**src/ssflag_defines.svh**
```systemverilog
`ifndef SSFLAG_DEFINES_SVH
`define SSFLAG_DEFINES_SVH
// Status bit positions
`define SSF_BIT_TX_HOLDING_EMPTY_FLAG   3'd0
`define SSF_BIT_RX_HOLDING_FULL_FLAG   3'd1
`define SSF_BIT_TXEMT   3'd2
`define SSF_BIT_PE      3'd3
`define SSF_BIT_OE      3'd4
`define SSF_BIT_FE      3'd5
`define SSF_BIT_DCD     3'd6
`define SSF_BIT_DSR     3'd7
// Bus decode: address and read level, then flags reset value
`define SSF_ADDR_STATUS 2'h1
`define SSF_RW_READ     1'b0
`define SSF_FLAGS_RESET 8'h00
`endif

```
**src/ssflag_pkg.sv**
```systemverilog
package ssflag_pkg;
  typedef enum logic [1:0] {
    SSF_ASYNC       = 2'b00,
    SSF_SYNC_NORMAL = 2'b01,
    SSF_SYNC_TRANSP = 2'b10
  } ssflag_mode_t;
  typedef enum logic [1:0] {
    SSF_HUNT  = 2'b00,
    SSF_SYNC2 = 2'b01,
    SSF_INSYN = 2'b10
  } ssflag_sync_t;
endpackage : ssflag_pkg

```
**src/ssflag_modem_watch.sv**
```systemverilog
`timescale 1ns/1ps
`include "ssflag_defines.svh"
// Flags any change on the two modem inputs, one cycle pulse.
module ssflag_modem_watch (
  input  wire logic mclk_in,
  input  wire logic srst_in,
  input  wire logic dcd_n_in,
  input  wire logic dsr_n_in,
  output logic      change_out
);
  logic [1:0] prev_r;
  logic [1:0] prev_nxt;
  logic       primed_r;
  logic       primed_nxt;
  logic       change_r;
  logic       change_nxt;

  always_comb begin
    prev_nxt   = {dsr_n_in, dcd_n_in};
    primed_nxt = 1'b1;
    // No change reported on the first sample after reset
    change_nxt = primed_r && (prev_r != {dsr_n_in, dcd_n_in});
  end

  always_ff @(posedge mclk_in) begin
    if (srst_in) begin
      prev_r   <= 2'b11;
      primed_r <= 1'b0;
      change_r <= 1'b0;
    end else begin
      prev_r   <= prev_nxt;
      primed_r <= primed_nxt;
      change_r <= change_nxt;
    end
  end

  assign change_out = change_r;
endmodule : ssflag_modem_watch

```
**src/ssflag_status.sv**
```systemverilog
`timescale 1ns/1ps
`include "ssflag_defines.svh"
// Notes on behaviour
// - Status read clears modem-change; repeat means idle
// - No idle report before first character sent
// - Idle cleared by holding write or tx disable
// - Sync mode sets idle despite fill characters
// - Bit 3 flags parity error when enabled
// - Transparent, parity off: bit 3 is escape detect
// - Bit 3 clears on disable, reset-error; escape also on next char
// - Bit 4 set on holding register overrun
// - Overrun clears by reset-error or rx disable
// - Async bit 5 flags missing stop bit
// - Sync normal bit 5 flags sync character(s)
// - Transparent bit 5: initial sync, escape-sync pair
// - Bit 5 clear rules depend on mode
// - Bits 6,7 mirror inverted modem inputs
// - Bit 0 is holding register empty
// - Bit 1 is receive holding register full
// - Bit 2 is idle or modem change
module ssflag_status
  import ssflag_pkg::*;
(
  input  wire logic       mclk_in,
  input  wire logic       srst_in,
  // Parallel bus
  input  wire logic       ce_n_in,
  input  wire logic [1:0] addr_in,
  input  wire logic       rw_in,
  input  wire logic       rx_hold_read_in,
  input  wire logic       reset_error_cmd_in,
  // Enables and mode
  input  wire logic       tx_enable_bit_in,
  input  wire logic       rx_enable_bit_in,
  input  wire logic       sync_mode_in,
  input  wire logic       single_sync_in,
  input  wire logic       transparent_select_in,
  input  wire logic       parity_enable_bit_in,
  // Transmitter events
  input  wire logic       tx_hold_write_in,
  input  wire logic       tx_hold_load_in,
  input  wire logic       tx_shift_done_in,
  // Receiver events
  input  wire logic       rx_char_valid_in,
  input  wire logic [7:0] rx_char_in,
  input  wire logic       rx_parity_err_in,
  input  wire logic       rx_stop_err_in,
  input  wire logic [7:0] first_sync_char_in,
  input  wire logic [7:0] second_sync_char_in,
  input  wire logic [7:0] escape_char_in,
  // Modem inputs, active low
  input  wire logic       dcd_n_in,
  input  wire logic       dsr_n_in,
  output logic [7:0]      line_status_out,
  output logic            tx_holding_empty_flag_n_out,
  output logic            rx_holding_full_flag_n_out,
  output logic            tx_idle_or_modem_change_n_out
);
  // ****************************************************
  // Mode and bus decode
  // ****************************************************
  ssflag_mode_t mode;
  logic         status_rd;
  logic         modem_change;

  always_comb begin
    if (!sync_mode_in) begin
      mode = SSF_ASYNC;
    end else if (transparent_select_in) begin
      mode = SSF_SYNC_TRANSP;
    end else begin
      mode = SSF_SYNC_NORMAL;
    end
  end

  assign status_rd = !ce_n_in && (addr_in == `SSF_ADDR_STATUS)
                     && (rw_in == `SSF_RW_READ);

  ssflag_modem_watch u_watch (
    .mclk_in    (mclk_in),
    .srst_in    (srst_in),
    .dcd_n_in   (dcd_n_in),
    .dsr_n_in   (dsr_n_in),
    .change_out (modem_change)
  );

  // ****************************************************
  // Flag state
  // ****************************************************
  logic         thr_empty_r, thr_empty_nxt;
  logic         rhr_full_r, rhr_full_nxt;
  logic         tx_started_r, tx_started_nxt;
  logic         tx_idle_r, tx_idle_nxt;
  logic         mchg_r, mchg_nxt;
  logic         pe_r, pe_nxt;
  logic         esc_r, esc_nxt;
  logic         oe_r, oe_nxt;
  logic         fe_r, fe_nxt;
  logic         prev_esc_r, prev_esc_nxt;
  logic         tx_on_r, tx_on_nxt;
  ssflag_sync_t sync_r, sync_nxt;
  logic [7:0]   status_r, status_nxt;
  logic [2:0]   pins_r, pins_nxt;

  always_comb begin
    logic is_s1;
    logic is_s2;
    logic is_esc;
    logic sync_hit;
    is_s1    = rx_char_in == first_sync_char_in;
    is_s2    = rx_char_in == second_sync_char_in;
    is_esc   = rx_char_in == escape_char_in;
    sync_hit = 1'b0;

    thr_empty_nxt  = thr_empty_r;
    rhr_full_nxt   = rhr_full_r;
    tx_started_nxt = tx_started_r;
    tx_idle_nxt    = tx_idle_r;
    mchg_nxt       = mchg_r;
    pe_nxt         = pe_r;
    esc_nxt        = esc_r;
    oe_nxt         = oe_r;
    fe_nxt         = fe_r;
    prev_esc_nxt   = prev_esc_r;
    sync_nxt       = sync_r;
    tx_on_nxt      = tx_enable_bit_in;

    // Transmit side: disable clears and wins over any same-cycle event
    if (!tx_enable_bit_in) begin
      thr_empty_nxt  = 1'b0;
      tx_idle_nxt    = 1'b0;
      tx_started_nxt = 1'b0;
    end else begin
      // Enabling asks for the first character once, setting the empty flag whatever it held
      if (!tx_on_r) begin
        thr_empty_nxt = 1'b1;
      end
      if (tx_hold_write_in) begin
        thr_empty_nxt = 1'b0;
        tx_idle_nxt   = 1'b0;
      end
      if (tx_hold_load_in) begin
        thr_empty_nxt  = 1'b1;
        tx_started_nxt = 1'b1;
      end
      // Fill characters do not mask this in sync mode
      if (tx_shift_done_in && tx_started_r) begin
        tx_idle_nxt = 1'b1;
      end
    end

    // Modem change: read clears, a fresh change wins
    if (status_rd) begin
      mchg_nxt = 1'b0;
    end
    if (modem_change) begin
      mchg_nxt = 1'b1;
    end

    // Receive side clears
    if (!rx_enable_bit_in) begin
      rhr_full_nxt = 1'b0;
      pe_nxt       = 1'b0;
      esc_nxt      = 1'b0;
      oe_nxt       = 1'b0;
      fe_nxt       = 1'b0;
      prev_esc_nxt = 1'b0;
      sync_nxt     = SSF_HUNT;
    end else begin
      if (rx_hold_read_in) begin
        rhr_full_nxt = 1'b0;
      end
      if (reset_error_cmd_in) begin
        pe_nxt  = 1'b0;
        esc_nxt = 1'b0;
        oe_nxt  = 1'b0;
        if (mode == SSF_ASYNC) begin
          fe_nxt = 1'b0;
        end
      end
      if (status_rd && mode != SSF_ASYNC) begin
        fe_nxt = 1'b0;
      end
      if (rx_char_valid_in) begin
        rhr_full_nxt = 1'b1;
        if (rhr_full_r && !rx_hold_read_in) begin
          oe_nxt = 1'b1;
        end
        if (parity_enable_bit_in && rx_parity_err_in) begin
          pe_nxt = 1'b1;
        end
        unique case (mode)
          SSF_ASYNC: begin
            if (rx_stop_err_in) begin
              fe_nxt = 1'b1;
            end
          end
          SSF_SYNC_NORMAL, SSF_SYNC_TRANSP: begin
            unique case (sync_r)
              SSF_HUNT: begin
                if (is_s1) begin
                  if (single_sync_in) begin
                    sync_hit = 1'b1;
                    sync_nxt = SSF_INSYN;
                  end else begin
                    sync_nxt = SSF_SYNC2;
                  end
                end
              end
              SSF_SYNC2: begin
                if (is_s2) begin
                  sync_hit = 1'b1;
                  sync_nxt = SSF_INSYN;
                end else if (!is_s1) begin
                  sync_nxt = SSF_HUNT;
                end
              end
              SSF_INSYN: begin
                if (mode == SSF_SYNC_NORMAL) begin
                  if (single_sync_in && is_s1) begin
                    sync_hit = 1'b1;
                  end else if (is_s1) begin
                    sync_nxt = SSF_SYNC2;
                  end
                end else if (prev_esc_r && is_s1) begin
                  sync_hit = 1'b1;
                end
              end
              default: sync_nxt = SSF_HUNT;
            endcase
            if (sync_hit) begin
              fe_nxt = 1'b1;
            end
            if (mode == SSF_SYNC_TRANSP && !parity_enable_bit_in) begin
              // Escape meaning ends on the next character loaded
              esc_nxt = prev_esc_r && !is_s1 && !is_esc;
            end
            // Escape-escape pair: only the first one counts
            prev_esc_nxt = is_esc && !prev_esc_r;
          end
          default: fe_nxt = fe_r;
        endcase
      end
    end

    status_nxt[`SSF_BIT_TX_HOLDING_EMPTY_FLAG] = thr_empty_nxt;
    status_nxt[`SSF_BIT_RX_HOLDING_FULL_FLAG] = rhr_full_nxt;
    status_nxt[`SSF_BIT_TXEMT] = tx_idle_nxt || mchg_nxt;
    status_nxt[`SSF_BIT_PE]    = pe_nxt || esc_nxt;
    status_nxt[`SSF_BIT_OE]    = oe_nxt;
    status_nxt[`SSF_BIT_FE]    = fe_nxt;
    status_nxt[`SSF_BIT_DCD]   = !dcd_n_in;
    status_nxt[`SSF_BIT_DSR]   = !dsr_n_in;
    pins_nxt = ~status_nxt[`SSF_BIT_TXEMT:`SSF_BIT_TX_HOLDING_EMPTY_FLAG];
  end

  always_ff @(posedge mclk_in) begin
    if (srst_in) begin
      thr_empty_r  <= 1'b0;
      rhr_full_r   <= 1'b0;
      tx_started_r <= 1'b0;
      tx_idle_r    <= 1'b0;
      mchg_r       <= 1'b0;
      pe_r         <= 1'b0;
      esc_r        <= 1'b0;
      oe_r         <= 1'b0;
      fe_r         <= 1'b0;
      prev_esc_r   <= 1'b0;
      tx_on_r      <= 1'b0;
      sync_r       <= SSF_HUNT;
      status_r     <= `SSF_FLAGS_RESET;
      pins_r       <= 3'b111;
    end else begin
      thr_empty_r  <= thr_empty_nxt;
      rhr_full_r   <= rhr_full_nxt;
      tx_started_r <= tx_started_nxt;
      tx_idle_r    <= tx_idle_nxt;
      mchg_r       <= mchg_nxt;
      pe_r         <= pe_nxt;
      esc_r        <= esc_nxt;
      oe_r         <= oe_nxt;
      fe_r         <= fe_nxt;
      prev_esc_r   <= prev_esc_nxt;
      tx_on_r      <= tx_on_nxt;
      sync_r       <= sync_nxt;
      status_r     <= status_nxt;
      pins_r       <= pins_nxt;
    end
  end

  assign line_status_out               = status_r;
  assign tx_holding_empty_flag_n_out   = pins_r[0];
  assign rx_holding_full_flag_n_out    = pins_r[1];
  assign tx_idle_or_modem_change_n_out = pins_r[2];
endmodule : ssflag_status

```
**config.mk**
```make
export PLATFORM = sky130hd
export DESIGN_NAME = ssflag_status
export DESIGN_NICKNAME = d
export VERILOG_FILES = /design/src/ssflag_pkg.sv /design/src/ssflag_modem_watch.sv /design/src/ssflag_status.sv
export VERILOG_INCLUDE_DIRS = /design/src /design/src/src
export SDC_FILE = /design/constraint.sdc
export NUM_CORES = 1
export LEC_CHECK = 0
export ABC_AREA = 1
export BUFFER_PORTS_ARGS = -buffer_cell sky130_fd_sc_hd__buf_2
export CAP_MARGIN = 20
export CELL_PAD_IN_SITES_DETAIL_PLACEMENT = 1
export CELL_PAD_IN_SITES_GLOBAL_PLACEMENT = 2
export CORE_ASPECT_RATIO = 0.7
export CORE_MARGIN = 4
export CORE_UTILIZATION = 25
export CTS_BUF_LIST = sky130_fd_sc_hd__clkbuf_8
export CTS_CLUSTER_DIAMETER = 80
export DETAILED_ROUTE_END_ITERATION = 8
export PLACE_DENSITY = 0.93
export SETUP_SLACK_MARGIN = 0.4
export SLEW_MARGIN = 40
export SYNTH_ARGS = -nofsm -noshare
export SYNTH_HDL_FRONTEND = slang
export SYNTH_HIERARCHICAL = 1
export SYNTH_SLANG_ARGS = --single-unit
```
**constraint.sdc**
```tcl
create_clock -name mclk_in -period 1.85 [get_ports mclk_in]
set_clock_uncertainty 0.05 [all_clocks]
set_input_delay 0 -clock mclk_in [delete_from_list [all_inputs] [get_ports mclk_in]]
set_output_delay 0 -clock mclk_in [all_outputs]
set_load 0.02 [all_outputs]
```
## Word-level counts from Yosys, hierarchy flattened

Index checks and enable logic that the tools add are counted.

- Bits of input ports: 54
- Register bits: 28
- Output and inout bits: 11

- Bitwise operators: 4
- Eq/ne operators: 14
- Muxes and demuxes: 54
- Reductions and logical operators: 31

Operators with widths:

| cell | count |
|---|---|
| 1-bit 2-to-1 mux | 42 |
| 8-bit equality test | 3 |
| 2-bit 2-to-1 mux | 9 |
| 1-bit logical AND | 13 |
| 1-bit zero test | 8 |
| 2-bit != test (second input constant) | 4 |
| 7-bit AND reduction | 1 |
| 2-bit by 1-bit equality test with 1-bit output (second input constant) | 3 |
| 2-bit case mux with 3 select lines | 1 |
| 2-bit OR reduction | 3 |
| 2-bit equality test (second input constant) | 2 |
| 2-bit zero test | 2 |
| 3-bit != test (second input constant) | 1 |
| 1-bit NOT | 3 |
| 3-bit NOT | 1 |
| 1-bit case mux with 3 select lines | 1 |
| 1-bit logical OR | 2 |
| 2-bit != test | 1 |
| 1-bit case mux with 2 select lines | 1 |
| 2-bit AND reduction | 1 |
| 2-bit nonzero test | 1 |

## Longest topological paths before layout

- Depth after elaboration: 12
- Mapped depth: 13
- Depth with buffers taken out: 13

## By module

The synthesis kept the hierarchy.

By module, submodules not included:

| module | area each (um2) | cells an instance | sequential area each (um2) | instances |
|---|---|---|---|---|
| ssflag_status | 1151.1 | 170 | 400.4 | 1 |
| ssflag_modem_watch | 146.4 | 19 | 80.1 | 1 |

## Worst setup path before layout

Ideal clock, no wire load.

- Path type: reg2reg
- Start point: register sync_r[0]
- End point: register status_r[5], in the netlist line_status_out[5]
- Slack: 0.766 ns
- Required time: 1.730 ns
- Path buffers: 0
- Data arrival time: 0.964 ns
- Stages on the path, launching flop included: 11
- Cell sequence: dfxtp_1 inv_1 nor2_1 nand3_1 o21ai_1 inv_1 nand2_1 nand2_1 nand2_1 nand2_1 a21oi_1

- Word-level cells in the longest chain between the ends: 9

Ends and longest elaborated chain:

| element | RTL line | RTL |
|---|---|---|
| start, declared | ssflag_status.sv:101 | `ssflag_sync_t sync_r, sync_nxt;` |
| start signal, assigned | ssflag_status.sv:285 | `sync_r <= sync_nxt;` |
| 2-bit equality test, or another cell as far along | ssflag_status.sv:199 | `unique case (sync_r)` |
| 1-bit case mux with 3 select lines (*) | ssflag_status.sv:199 |  |
| 1-bit 2-to-1 mux (*) | ssflag_status.sv:192 | `unique case (mode)` |
| 1-bit 2-to-1 mux (*) | ssflag_status.sv:184 | `if (rx_char_valid_in) begin` |
| 1-bit 2-to-1 mux (*) | ssflag_status.sv:161 | `if (!rx_enable_bit_in) begin` |
| 1-bit 2-to-1 mux (*) | ssflag_status.sv:231 | `if (sync_hit) begin` |
| 1-bit case mux with 2 select lines (*) | ssflag_status.sv:192 |  |
| 1-bit 2-to-1 mux (*) | ssflag_status.sv:184 |  |
| 1-bit 2-to-1 mux (*) | ssflag_status.sv:161 |  |
| end signal, assigned | ssflag_status.sv:271 | `` status_r <= `SSF_FLAGS_RESET; `` |
| end signal, assigned | ssflag_status.sv:286 | `status_r <= status_nxt;` |
| end, declared | ssflag_status.sv:102 | `logic [7:0] status_r, status_nxt;` |

Mark *: on every way between the ends. The rest lies on a longest branch, timed or not. The select of a mux whose other input is x is not followed.
A chain may end at the register's enable or synchronous reset.

## Worst setup path after layout

- Start point: input rx_char_valid_in
- End point: register status_r[3], in the netlist line_status_out[3]

- Word-level cells in the longest chain between the ends: 3

Ends and longest elaborated chain:

| element | RTL line | RTL |
|---|---|---|
| start, declared | ssflag_status.sv:44 | `input wire logic rx_char_valid_in,` |
| 1-bit 2-to-1 mux | ssflag_status.sv:184 |  |
| 1-bit 2-to-1 mux | ssflag_status.sv:161 |  |
| 1-bit logical OR (*) | ssflag_status.sv:249 | `` status_nxt[`SSF_BIT_PE] = pe_nxt \|\| esc_nxt; `` |

Mark *: on every way between the ends. The rest lies on a longest branch, timed or not.

==> qor.csv <==
stage,metric,value,unit
outcome,status,"complete, no violations",
finish,nNetsFinal,320,
synthesis,syn_avg_cell_area,6.87,um2
synthesis,synth_top_area_share,37.0,%
clock_network,cts_root_buf,clkbuf_8,
clock_network,max-clock-path-buffers,2,
finish,area_growth,42.5,%
floorplan,io_pins,65,
placement,post-place-cells,318,
synthesis,synth_seq_area_share,37.0,%
timing,hold_ws,0.00850,ns
timing,worst_slew_pin_slew,0.274,ns
min_path,holdPathStages,5,
setup_path,start_kind,input pin,
placement,numPortBuffers,64,
floorplan,die_y,68.3,um
route,route.vias.total,1350,
finish,instances_no_fill,333,
timing,drv_slew,0,
route,postRouteWirelength,3.71,mm
power,pwr-share-clk,27.8,%
power,power_density,584,mW/mm2
setup_path,r2r-start,sync_r[1]$_SDFFE_PP0P_,
timing,finalSetupViolations,0,
min_path,hold_path.startpoint,tx_hold_write_in,
timing,max_freq,0.722,GHz
setup_path,arrival,1.55,ns
setup_path,crit_path_end_kind,flip-flop,
global_routing,grt.total_usage,12.1,%
power,finalPower,0.00108,W
power,seqPwrFrac,50.2,%
synthesis,synth_nets,243,
setup_path,r2r-end,line_status_out[5]$_SDFF_PP0_,
power,comb_power_share,22.0,%
setup_path,path_max_fanout,5,
finish,multi_input_area,659,um2
timing,rsz0062_at_grt,false,
job,drv_cap,0,
floorplan,die_area,0.00643,mm2
power,power_switching_share,26.0,%
power,internal_power,0.000798,W
min_path,min_path_type,in2reg,
power,ir_drop,0.215,mV
route,first_pass_iters,4,
synthesis,synth_cell_types,23,
global_routing,grt_max_degree,13,
timing,max_slew_margin,81.7,%
placement,dpl.hpwl,3.13,mm
synthesis,netlist_instances,189,
synthesis,async_flop_share,0,%
timing,setup_tns,0,ns
global_routing,antenna_found_initial,0,
power,p_sw,0.000281,W
synthesis,ys_top_cells_by_area,"dfxtp_1, nand2_1, xnor2_1",
finish,register_area,480,um2
synthesis,synthMostInstantiatedCell,nand2_1,
timing,hold_viol_final,0,
floorplan,core,0.00489,mm2
clock_network,h-tree-depth,1,
clock_network,clock_latency,0.26,ns
setup_path,r2r_slack,0.59,ns
setup_path,reg2reg_depth,10,
synthesis,ys_warn_count,6,
timing,min_period,1.39,ns
global_routing,grt_pass1_wl,6.15,mm
finish,diodes,0,
clock_network,cts_sinks,24,
clock_network,cts_made_buffers,3,
route,via_per_inst,4.05,
route,drc,0,
synthesis,synth_edf_count,0,
clock_network,cts_setup_buffers,0,
route,drtIter0Drc,40,
power,p_leak,0.974,nW
synthesis,ys_seq_elements,24,
placement,gp_congestion,0.772,
clock_network,cts_tree,yes,
timing,layout_setup_ws,0.464,ns
floorplan,chipWidth,94.1,um
global_routing,grt.overflow.total,0,
synthesis,synth_ff_type,dfxtp_1,
global_routing,grt_pass1_vias,1418,
min_path,whs_endpoint,pins_r[0]$_SDFF_PP1_,
route,ant_nets,0,
setup_path,cp.required,2.02,ns
synthesis,syn-cell-area,0.00130,mm2
route,wl_per_cell,11.1,um
synthesis,synth.top_cells.by_count,"nand2_1, inv_1, dfxtp_1, xnor2_1, nor2_1",
finish,fillCellCount,665,
floorplan,start_util,26.5,%
timing,fin_crit_sh,74.9,%
floorplan,rows,21,
placement,pre_cts_ws,0.540,ns
clock_network,path_clk_slew,0.08,ns
finish,drive_above_1_share,31.4,%
synthesis,yosys.area.top_type,dfxtp_1,
setup_path,path_class,in2reg,
==> sequential cells by signal, summed over array words and instances, names as in the netlist, 2 cells and up <==
register / count
line_status_out: 8
pins_r: 3
sync_r: 2
u_watch/prev_r: 2
==> kinds of logic after synthesis <==
| family | after synthesis | share of synthesized area, % |
|---|---|---|
| simple gates | 88 | 29.3 |
| buf+inv | 41 | 13.0 |
| flops | 24 | 37.0 |
| xor+xnor | 19 | 12.8 |
| compound gates | 17 | 7.81 |
==> power by group through the flow <==
stage | clock [W] | sequential (W) | combinational, W
final | 0.000300 | 0.000542 | 0.000237
after global routing | 0.000336 | 0.000546 | 0.000268
after CTS | 0.000313 | 0.000543 | 0.000238
after detailed placement | 0 | 0.000555 | 0.000219
after global placement | 0 | 0.000554 | 0.000214
after floorplan | 0 | 0.000565 | 0.000105
==> per-layer routing <==
metal | GRT usage, % | part of all wire, %
met1 | 14.6 | 44
met2 | 22.8 | 52
met3 | 2.42 | 2.9
met4 | 2.16 | 0.27
met5 | 0 | 0
==> placed cells by master, fill, tap and decap left out, drive strengths merged <==
cell,instances
nor3,2
nand4,5
a21oi,10
or2,1
o211ai,2
dlymetal6s4s,1
o21ai,3
or3b,1
nand3,5
clkbuf,3
dlygate4sd3,11
xnor2,19
buf,64
o22ai,1
inv,37
nor2,15
nand2,58
o21a,1
dfxtp,24
nand3b,1
==> critical path: stages <==
cell           delay (ns)
dlygate4sd3_1        0.53
buf_2                0.16
nand2_2              0.09
nor3_1               0.06
or3b_2               0.45
a21oi_2              0.16
or2_1                0.11
==> how the worst max path moves through the flow <==
stage | from | to | slack (ns) | depth (start not counted)
floorplan | sync_r[0]$_SDFFE_PP0P_ | line_status_out[5]$_SDFF_PP0_ | 0.77 | 10
global placement | rx_char_in[6] | sync_r[0]$_SDFFE_PP0P_ | 0.56 | 9
detailed placement | rx_char_in[6] | sync_r[0]$_SDFFE_PP0P_ | 0.54 | 9
CTS | rx_char_valid_in | line_status_out[3]$_SDFF_PP0_ | 0.41 | 7
global route | srst_in | tx_started_r$_SDFFE_PP0P_ | 0.41 | 6
finish | rx_char_valid_in | line_status_out[3]$_SDFF_PP0_ | 0.46 | 7
==> area by class of cell <==
| type | instances | area share [%] |
|---|---|---|
| Clock buffer | 3 | 2.23 |
| Multi-Input combinational cell | 124 | 35.7 |
| Inverter | 37 | 7.51 |
| Timing Repair Buffer | 76 | 24.0 |
| Sequential cell | 24 | 26.0 |
| Tap cell | 69 | 4.67 |
==> metrics by stage <==
stage | area [um2] | utilization (%)
after global placement | 1670 | 34.3
after CTS | 1840 | 37.6
after global routing | 1850 | 37.8
after detailed placement | 1670 | 34.3
after floorplan | 1300 | -
final | 1850 | 37.8
==> timing repair <==
action                     4_1_cts  5_1_grt
setup endpoints to repair        0        4
hold endpoints to repair        14        0
gates resized for setup          0        6
hold buffers                    12        0
(Power assumes the default switching activity.)
